File: src/rtl/seq_pkg.sv
// ************************************************************************
// shared constants and types of the microprogram address sequencer
// ************************************************************************
// holds widths, function codes, reset values and the carrier structs.
// assumes every user refers to items as seq_pkg::name, nothing imported.
package seq_pkg;

    // ********************************************************************
    // widths and depths
    // ********************************************************************
    localparam int ADDR_W      = 10;  // control store address width
    localparam int STACK_DEPTH = 4;   // return stack entries
    localparam int PTR_W       = 2;   // stack pointer width
    localparam int FUNC_W      = 3;   // function select width

    // ********************************************************************
    // function select codes, most significant bit first
    // ********************************************************************
    localparam logic [FUNC_W-1:0] FUNC_COND_SKIP   = 3'h0;  // cond_skip_func
    localparam logic [FUNC_W-1:0] FUNC_INCREMENT   = 3'h1;  // plain sequential step
    localparam logic [FUNC_W-1:0] FUNC_LOOP_BRANCH = 3'h2;  // loop_branch_func
    localparam logic [FUNC_W-1:0] FUNC_RETURN_POP  = 3'h3;  // return from subroutine
    localparam logic [FUNC_W-1:0] FUNC_COND_CALL   = 3'h4;  // cond_call_func
    localparam logic [FUNC_W-1:0] FUNC_LOOP_PUSH   = 3'h5;  // loop_push_func
    localparam logic [FUNC_W-1:0] FUNC_COND_BRANCH = 3'h6;  // cond_branch_func
    localparam logic [FUNC_W-1:0] FUNC_JUMP_ZERO   = 3'h7;  // jump to address zero

    // ********************************************************************
    // address steps and reset values
    // ********************************************************************
    localparam logic [ADDR_W-1:0] ADDR_STEP_ONE = 10'h001;  // current plus one
    localparam logic [ADDR_W-1:0] ADDR_STEP_TWO = 10'h002;  // current plus two
    localparam logic [ADDR_W-1:0] ADDR_ZERO     = 10'h000;  // jump target and reset value
    localparam logic [PTR_W-1:0]  PTR_RESET     = 2'h0;     // stack pointer after reset
    localparam logic              OE_RESET      = 1'b0;     // outputs released in reset

    // ********************************************************************
    // carrier types
    // ********************************************************************
    // one sample of every input pin
    typedef struct packed {
        logic [FUNC_W-1:0] func;      // function select
        logic              cond;      // condition input
        logic [ADDR_W-1:0] branch;    // branch target
        logic              out_en_n;  // output enable, active low
    } pin_in_t;

    // synchroniser stages come up holding the jump-to-zero function
    localparam pin_in_t PIN_RESET = '{func: 3'h7, cond: 1'b0, branch: 10'h000, out_en_n: 1'b1};

    // source of the next address
    typedef enum logic [2:0] {
        SRC_BRANCH,
        SRC_PLUS_ONE,
        SRC_PLUS_TWO,
        SRC_STACK,
        SRC_ZERO
    } addr_src_t;

    // decoded action of one function
    typedef struct packed {
        addr_src_t src;       // next address source
        logic      push;      // write the stack
        logic      pop;       // read and drop the stack top
        logic      push_one;  // pushed value is current plus one
    } seq_op_t;

    // whole state of the top module
    typedef struct packed {
        pin_in_t           sync1;  // first synchroniser stage
        pin_in_t           sync2;  // second synchroniser stage
        logic [ADDR_W-1:0] addr;   // address register
        logic              oe;     // registered output enable
    } seq_state_t;

endpackage

File: src/rtl/seq_address_sequencer.sv
// ************************************************************************
// microprogram address sequencer, top level
// ************************************************************************
// produces the next control store address every clock from a function
// code, a condition and a branch target; pins pass a two-stage synchroniser.
// assumes the control store outside applies the pin drivers from oe.
//
// Contract
// - ten bit address register loaded every edge
// - next address from five sources
// - three bit function code decodes eight functions
// - jump-to-zero clears address, stack untouched
// - increment always adds one, wraps around
// - condition low gives plus one
// - skip with condition high adds two
// - branch with condition high loads target
// - call with condition high pushes plus one, loads target
// - return loads stack top and pops
// - loop push stores current, adds one
// - loop branch always pops, loads if true
// - four entry lifo, pointer marks next write
// - pointer wraps modulo four both ways
// - empty pop reads wrapped entry, undefined
// - disabled outputs float, sequencing continues
`timescale 1ns/10ps
module seq_address_sequencer (
    input  wire logic                        clk_i,               // 25 MHz system clock
    input  wire logic                        rstn_i,              // async reset, active low
    input  wire logic [seq_pkg::FUNC_W-1:0]  seq_func_sel_i,      // function select pins
    input  wire logic                        cond_i,              // condition pin
    input  wire logic [seq_pkg::ADDR_W-1:0]  branch_target_in_i,  // branch target pins
    input  wire logic                        out_en_n_i,          // output enable, active low
    output logic      [seq_pkg::ADDR_W-1:0]  next_addr_out_o,     // address to control store
    output logic                             next_addr_oe_o,      // high while address driven
    output logic      [seq_pkg::PTR_W-1:0]   stack_ptr_o          // stack pointer, observation
);

    // ********************************************************************
    // state and decode
    // ********************************************************************
    seq_pkg::seq_state_t               st_reg;
    seq_pkg::seq_state_t               st_next;
    seq_pkg::pin_in_t                  pins;
    seq_pkg::seq_op_t                  op;
    logic [seq_pkg::ADDR_W-1:0]        plus_one;
    logic [seq_pkg::ADDR_W-1:0]        plus_two;
    logic [seq_pkg::ADDR_W-1:0]        stack_top;
    logic [seq_pkg::ADDR_W-1:0]        push_data;
    logic [seq_pkg::PTR_W-1:0]         stack_ptr;

    // decode one function and condition into a source and stack action;
    // used by the datapath only; the checks below compare f and c directly
    function automatic seq_pkg::seq_op_t decode_op(
        input logic [seq_pkg::FUNC_W-1:0] func,
        input logic                       cond
    );
        seq_pkg::seq_op_t r;
        r.src      = seq_pkg::SRC_PLUS_ONE;
        r.push     = 1'b0;
        r.pop      = 1'b0;
        r.push_one = 1'b0;
        case (func)
            seq_pkg::FUNC_COND_SKIP:
                r.src = cond ? seq_pkg::SRC_PLUS_TWO : seq_pkg::SRC_PLUS_ONE;
            seq_pkg::FUNC_INCREMENT:
                r.src = seq_pkg::SRC_PLUS_ONE;
            seq_pkg::FUNC_LOOP_BRANCH:
            begin
                r.src = cond ? seq_pkg::SRC_STACK : seq_pkg::SRC_PLUS_ONE;
                r.pop = 1'b1;
            end
            seq_pkg::FUNC_RETURN_POP:
            begin
                r.src = seq_pkg::SRC_STACK;
                r.pop = 1'b1;
            end
            seq_pkg::FUNC_COND_CALL:
            begin
                r.src      = cond ? seq_pkg::SRC_BRANCH : seq_pkg::SRC_PLUS_ONE;
                r.push     = cond;
                r.push_one = 1'b1;
            end
            seq_pkg::FUNC_LOOP_PUSH:
            begin
                r.src  = seq_pkg::SRC_PLUS_ONE;
                r.push = 1'b1;
            end
            seq_pkg::FUNC_COND_BRANCH:
                r.src = cond ? seq_pkg::SRC_BRANCH : seq_pkg::SRC_PLUS_ONE;
            default:
                r.src = seq_pkg::SRC_ZERO;
        endcase
        return r;
    endfunction

    // ********************************************************************
    // pin sampling
    // ********************************************************************
    // group the pins into one sample for the synchroniser
    always_comb
    begin
        pins.func     = seq_func_sel_i;
        pins.cond     = cond_i;
        pins.branch   = branch_target_in_i;
        pins.out_en_n = out_en_n_i;
    end

    // ********************************************************************
    // datapath
    // ********************************************************************
    // the adders are ten bits wide so the top address wraps to zero for free
    assign plus_one = st_reg.addr + seq_pkg::ADDR_STEP_ONE;
    assign plus_two = st_reg.addr + seq_pkg::ADDR_STEP_TWO;

    // only the second stage feeds decode; the first is left to settle
    assign op = decode_op(st_reg.sync2.func, st_reg.sync2.cond);

    // a call returns past itself, a loop push returns to itself
    assign push_data = op.push_one ? plus_one : st_reg.addr;

    // five-way address selection and the registered enable
    always_comb
    begin
        st_next       = st_reg;
        st_next.sync1 = pins;
        st_next.sync2 = st_reg.sync1;
        // the enable only steers the pad, never the sequencing
        st_next.oe    = ~st_reg.sync2.out_en_n;
        case (op.src)
            seq_pkg::SRC_BRANCH:   st_next.addr = st_reg.sync2.branch;
            seq_pkg::SRC_PLUS_ONE: st_next.addr = plus_one;
            seq_pkg::SRC_PLUS_TWO: st_next.addr = plus_two;
            seq_pkg::SRC_STACK:    st_next.addr = stack_top;
            default:               st_next.addr = seq_pkg::ADDR_ZERO;
        endcase
    end

    // one register for the whole state; the address loads on every edge.
    // reset gives a known zero start; software should still open with the
    // all-ones function since the part itself promises no power-up value
    always_ff @(posedge clk_i or negedge rstn_i)
    begin
        if (!rstn_i)
        begin
            st_reg.sync1 <= seq_pkg::PIN_RESET;
            st_reg.sync2 <= seq_pkg::PIN_RESET;
            st_reg.addr  <= seq_pkg::ADDR_ZERO;
            st_reg.oe    <= seq_pkg::OE_RESET;
        end
        else
        begin
            st_reg <= st_next;
        end
    end

    // ********************************************************************
    // return stack
    // ********************************************************************
    seq_return_stack #(
        .WIDTH (seq_pkg::ADDR_W),
        .DEPTH (seq_pkg::STACK_DEPTH)
    ) u_stack (
        .clk_i       (clk_i),
        .rstn_i      (rstn_i),
        .push_i      (op.push),
        .pop_i       (op.pop),
        .push_data_i (push_data),
        .top_o       (stack_top),
        .ptr_o       (stack_ptr)
    );

    // ********************************************************************
    // outputs
    // ********************************************************************
    // the address keeps counting while the pads float
    assign next_addr_out_o = st_reg.addr;
    assign next_addr_oe_o  = st_reg.oe;
    assign stack_ptr_o     = stack_ptr;

    logic [seq_pkg::FUNC_W-1:0] f;
    logic                       c;
    assign f = st_reg.sync2.func;
    assign c = st_reg.sync2.cond;
endmodule

File: src/rtl/seq_return_stack.sv
// ************************************************************************
// four entry lifo return stack with wrapping pointer
// ************************************************************************
// holds the return and loop addresses of the sequencer.
// assumes push and pop are never asserted together by the caller.
`timescale 1ns/10ps
module seq_return_stack #(
    parameter int WIDTH = seq_pkg::ADDR_W,      // entry width
    parameter int DEPTH = seq_pkg::STACK_DEPTH  // number of entries
) (
    input  wire logic                     clk_i,         // system clock
    input  wire logic                     rstn_i,        // async reset, active low
    input  wire logic                     push_i,        // write entry at pointer
    input  wire logic                     pop_i,         // drop most recent entry
    input  wire logic [WIDTH-1:0]         push_data_i,   // value to push
    output logic      [WIDTH-1:0]         top_o,         // most recent entry
    output logic      [$clog2(DEPTH)-1:0] ptr_o          // next entry to write
);

    localparam int PW = $clog2(DEPTH);

    // ********************************************************************
    // elaboration checks
    // ********************************************************************
    // the pointer wraps by plain overflow, so depth must be a power of two
    if (DEPTH < 2 || (DEPTH & (DEPTH - 1)) != 0)
    begin : g_bad_depth
        $error("stack depth must be a power of two of at least two");
    end
    if (WIDTH < 1)
    begin : g_bad_width
        $error("stack width must be at least one");
    end

    typedef struct packed {
        logic [DEPTH-1:0][WIDTH-1:0] mem;  // entries
        logic [PW-1:0]               ptr;  // next entry to write
    } stack_state_t;

    stack_state_t st_reg;
    stack_state_t st_next;

    // ********************************************************************
    // next state
    // ********************************************************************
    // a push onto a full stack lands on the oldest entry, keeping the newest four
    always_comb
    begin
        st_next = st_reg;
        if (push_i)
        begin
            st_next.mem[st_reg.ptr] = push_data_i;
            st_next.ptr             = st_reg.ptr + PW'(1);
        end
        else if (pop_i)
        begin
            st_next.ptr = st_reg.ptr - PW'(1);
        end
    end

    // entries clear in reset only so simulation shows no unknowns
    always_ff @(posedge clk_i or negedge rstn_i)
    begin
        if (!rstn_i)
            st_reg <= '0;
        else
            st_reg <= st_next;
    end

    // an empty pop reads the last entry through wraparound, content undefined
    assign top_o = st_reg.mem[st_reg.ptr - PW'(1)];
    assign ptr_o = st_reg.ptr;

endmodule

File: config.mk
export PLATFORM = sky130hd
export DESIGN_NAME = seq_address_sequencer
export DESIGN_NICKNAME = d
export VERILOG_FILES = /design/src/rtl/seq_pkg.sv /design/src/rtl/seq_address_sequencer.sv /design/src/rtl/seq_return_stack.sv
export SDC_FILE = /design/constraint.sdc
export NUM_CORES = 1
export LEC_CHECK = 0
export ABC_AREA = 1
export BUFFER_PORTS_ARGS = -buffer_cell sky130_fd_sc_hd__buf_4
export CORE_ASPECT_RATIO = 0.9
export CORE_MARGIN = 1
export CORE_UTILIZATION = 40
export CTS_CLUSTER_SIZE = 8
export DETAILED_ROUTE_END_ITERATION = 7
export PLACE_DENSITY = 0.7
export SYNTH_ARGS = -nofsm -noshare
export SYNTH_HDL_FRONTEND = slang
export SYNTH_SLANG_ARGS = --single-unit
export TNS_END_PERCENT = 1
File: constraint.sdc
create_clock -name clk_i -period 1.98 [get_ports clk_i]
set_clock_uncertainty 0.1 [all_clocks]
set_input_delay 0.198 -clock clk_i [delete_from_list [all_inputs] [get_ports clk_i]]
set_output_delay 0.198 -clock clk_i [all_outputs]
set_load 0.005 [all_outputs]
# After elaboration in Yosys (flattened, before gate mapping)
# Index checks and enable logic that the tools add are counted.
# totals
regBits,83
out_inout_bits,13
# classes
addsub,4
magnitude_cmp,3
eq_ne,9
mux,16
bitwise,1
reduce_logical,7
# op_table
operator,count
$bwmux 40,1
$pmux 10 s4,1
$mux 10,3
$bmux 10 s2,1
$demux 10 s2,1
$pmux 3 s5,1
$eq 3x2->1 const B,4
$add 10x1->10 const B,1
$add 10x2->10 const B,1
$eq 3x3->1 const B,3
$mux 2,4
$eq 3x1->1 const B,2
$logic_not 3->1,2
$lt 2x3->1 const B,2
$reduce_or 2->1,3
$mux 1,3
$add 2x1->2 const B,1
$ge 2x1->1 const B,1
$pmux 1 s2,1
$reduce_bool 2->1,1
$sub 2x1->2 const B,1
$logic_and 1x1->1,1
$not 1->1,1

# Longest topological paths before layout
# logic_depth
depth_word,5
depth_mapped,11
mapped_depth_nobuf,9

# Hierarchy
# A second synthesis with hierarchy kept.
# hier_totals
cells_unflattened,488
area_unflattened_um2,3998.8
# modules_own_cells
mod,n_inst,cells_per_inst,area_each_um2,seq_area_each_um2
seq_return_stack,1,279,2120.8,1051.0
seq_address_sequencer,1,209,1878.1,1036.0

# Worst setup path after synthesis
# Ideal clock, no wire load.
# synth_timing
kind,reg-to-reg
start,"register u_stack.st_reg, in the netlist u_stack.ptr_o[0]"
end,"register st_reg, in the netlist next_addr_out_o[9]"
setup_time_ns,0.130
arrival_time_ns,1.760
required_ns,1.750
setup_slack_ns,-0.010
stages_incl_launch_ff,12
path_buffers,3
path_cell_list,dfrtp_1 > buf_2 > inv_1 > buf_2 > ha_1 > inv_1 > clkbuf_1 > nor2_1 > o21ai_0 > nand2_1 > nand2_1 > nand4_1
# synth_lines
item,line_no,source
from (decl),seq_return_stack.sv:40,stack_state_t st_reg;
from (signal assigned),seq_return_stack.sv:67,st_reg <= st_next;
to (signal assigned),seq_address_sequencer.sv:152,st_reg <= st_next;
to (decl),seq_address_sequencer.sv:41,seq_pkg::seq_state_t st_reg;

==> run metrics <==
Die H approximately 95 um; clock-pin transition on the worst setup and hold timing paths ~0.090 ns; dpl hpwl ~5900 um; delay-heaviest family, CP flip-flops; gr ovfl total 0; Post-Syn Area 3827 um2; critical path class reg2reg; max reg flops 40; Post-CTS Setup Bufs 0; YS warnings 0; CTS H-tree lvls 3; initial antenna violation count 0; largest net degree at the start of global routing 63; synth unique cells 32; fin nets a little over 500; DR pass1 iterations 4; post-route minimum period approximately 1.8 ns; port buffer count 29; busiest grt layer met2; crit path DAT just under 2 ns; crit-path max cell delay around 0.4 ns; Seq cells post-synth 83; CORE AREA a little over 9000 um2; Max Cap Viol 0; clock tree buffer depth 2; average size of a mapped cell approximately 8.7 um2; die area between 9000 and 10000 um2; CP endpoint kind flip-flop; most common cell after layout, fill and taps aside nand2_1; relative slew slack a little over 70%; worst skew pair latency between 0.3 and 0.4 ns; vias in the first global route 2988; period utilization about 90%; Worst Hold Class in2async; die width 105.1 um; Initial Util between 40 and 50%; Vias/cell between 5 and 6; total CTS buffers 9; Buffers & Inverters on Critical Path 2; hold slack 0.1638 ns; Clock Root Buffer clkbuf_8; status complete, no violations; Syn Inst Count 440; fill cell count about 870; Routed WL about 8500 um; f_max 568.5 MHz; Max Slew Vio Count 0; final setup vio count 0; post-route ant nets 0; CP cell instances inv_1, ha_1, inv_1, o21ai_0, o22ai_1, nand2_1, nand2_1; CTS tree yes; Initial DRC Count around 180; CP Max Fanout 11; setup TNS 0 ns; first-pass GRT wire length between 10000 and 15000 um; Leak about 2.2 nW; Slowest cell on crit path dfrtp_1; met1 Use GR 23.46%; FP Rows 33; P per Cell Area around 1300 nW/um2; most frequent cells in the layout 130 x nand2_1, 75 x dfrtp_1, 46 x nand3_1; Hold Violations, Final 0; GP Congestion approximately 0.85; # IOs 30; Area growth, synth to finish 17.26%; startpoint types flip-flop; Ant. Diodes 0; DR WL/cell 14.05 um; met3 Resource Use GR 4.555%; Reg2Reg Launch Point u_stack.ptr_o[1]; CP required approximately 2.2 ns; routed vias about 3100; GRT Overall Usage ~19%; Worst-Margin Slew between 0.4 and 0.5 ns; RSZ-0062 raised after global routing false; CP Launch Point u_stack.ptr_o[1]; met2 Track Usage GR 31.02%; Post-Syn Nets between 400 and 500; Residual DRC 0; share of post-route cells with drive strength above 1 between 10% and 20%; VDD IR max between 600 and 700 uV; Num Clock Sinks 83; post-synthesis sequential area ratio between 50% and 60%
==> worst paths after layout <==
kind	end	slack (ns)	depth (start not counted)
setup / recovery	next_addr_out_o[2]	0.22	7
hold / removal	st_next[14]	0.16	2
setup reg to reg	next_addr_out_o[2]	0.22	7
hold reg to reg	st_reg[18]	0.25	0
max in group asynchronous	st_reg[11]	0.98	3
min in group clk_i	st_reg[18]	0.25	0
==> per-layer routing <==
layer,vias up,routed length (um)
li1,1486,-
met1,1491,3818
met5,-,0
met4,0,126
met2,79,4096
met3,15,498
==> cells in the mapped netlist <==
cell type | instances | area share (%)
nand2_4 | 3 | 0.88
nand4_1 | 6 | 0.98
buf_6 | 3 | 0.88
inv_4 | 2 | 0.33
inv_1 | 37 | 3.6
inv_2 | 4 | 0.39
o21ai_0 | 36 | 4.7
dfrtp_1 | 75 | 49
o22ai_1 | 3 | 0.49
dfstp_2 | 8 | 5.5
buf_4 | 14 | 2.7
nor2_2 | 4 | 0.65
a21oi_1 | 15 | 2.0
clkinv_1 | 1 | 0.098
nand3_2 | 1 | 0.26
nand3b_1 | 1 | 0.20
nor2_1 | 15 | 1.5
o21a_1 | 1 | 0.20
clkbuf_1 | 3 | 0.29
nor2_4 | 1 | 0.29
buf_2 | 3 | 0.39
xor2_1 | 5 | 1.1
o221ai_1 | 1 | 0.23
xnor2_1 | 1 | 0.23
o21ai_1 | 10 | 1.3
o211ai_1 | 1 | 0.20
nand3_1 | 46 | 6.0
nand2_1 | 130 | 13
or2_2 | 1 | 0.16
o21ai_2 | 2 | 0.46
ha_1 | 6 | 2.0
nand2_2 | 1 | 0.16
==> power breakdown <==
part | switching (mW) | total (mW) | internal [mW]
sequential | 0.319 | 2.49 | 2.18
clock | 0.641 | 1.36 | 0.718
combinational | 1.32 | 2.16 | 0.836
==> area by class of cell <==
type / instances / area [um2] / share of cell area, %
flip-flops and latches: 83 / 2087 / 46.50
multi-input cells: 290 / 1405 / 31.31
repair buffers: 53 / 450.4 / 10.04
inverters: 44 / 170.2 / 3.791
well taps: 122 / 152.6 / 3.401
clock buffers: 9 / 123.9 / 2.760
clock inverters: 7 / 98.84 / 2.202
==> through the flow <==
step           setup slack, ns  std cells  total power, mW  utilization (%)  area, um2
2_1_floorplan          0.04122        440            4.032                -       3829
3_3_place_gp            0.2894        576            4.575            44.58       4105
3_5_place_dp            0.2328        576            4.638            44.58       4105
4_1_cts                 0.2172        608            6.043            48.74       4488
5_1_grt                0.04828        608            6.476            48.74       4488
6_report                0.2209        608            6.012            48.74       4488
==> cell families (layout without fill, tap and decap cells) <==
group | after synthesis | count (layout) | synth area share, %
simple gates | 209 | 209 | 23.83
flops | 83 | 83 | 54.53
compound gates | 69 | 69 | 9.546
buf+inv | 67 | 113 | 8.760
fa+ha+maj | 6 | 6 | 1.961
xor+xnor | 6 | 6 | 1.373
==> what timing repair did <==
action | in CTS | in global routing
gates resized for setup | 0 | 0
hold buffers | 16 | 0
endpoints found under the hold margin | 96 | 0
(Power assumes the default switching activity.)
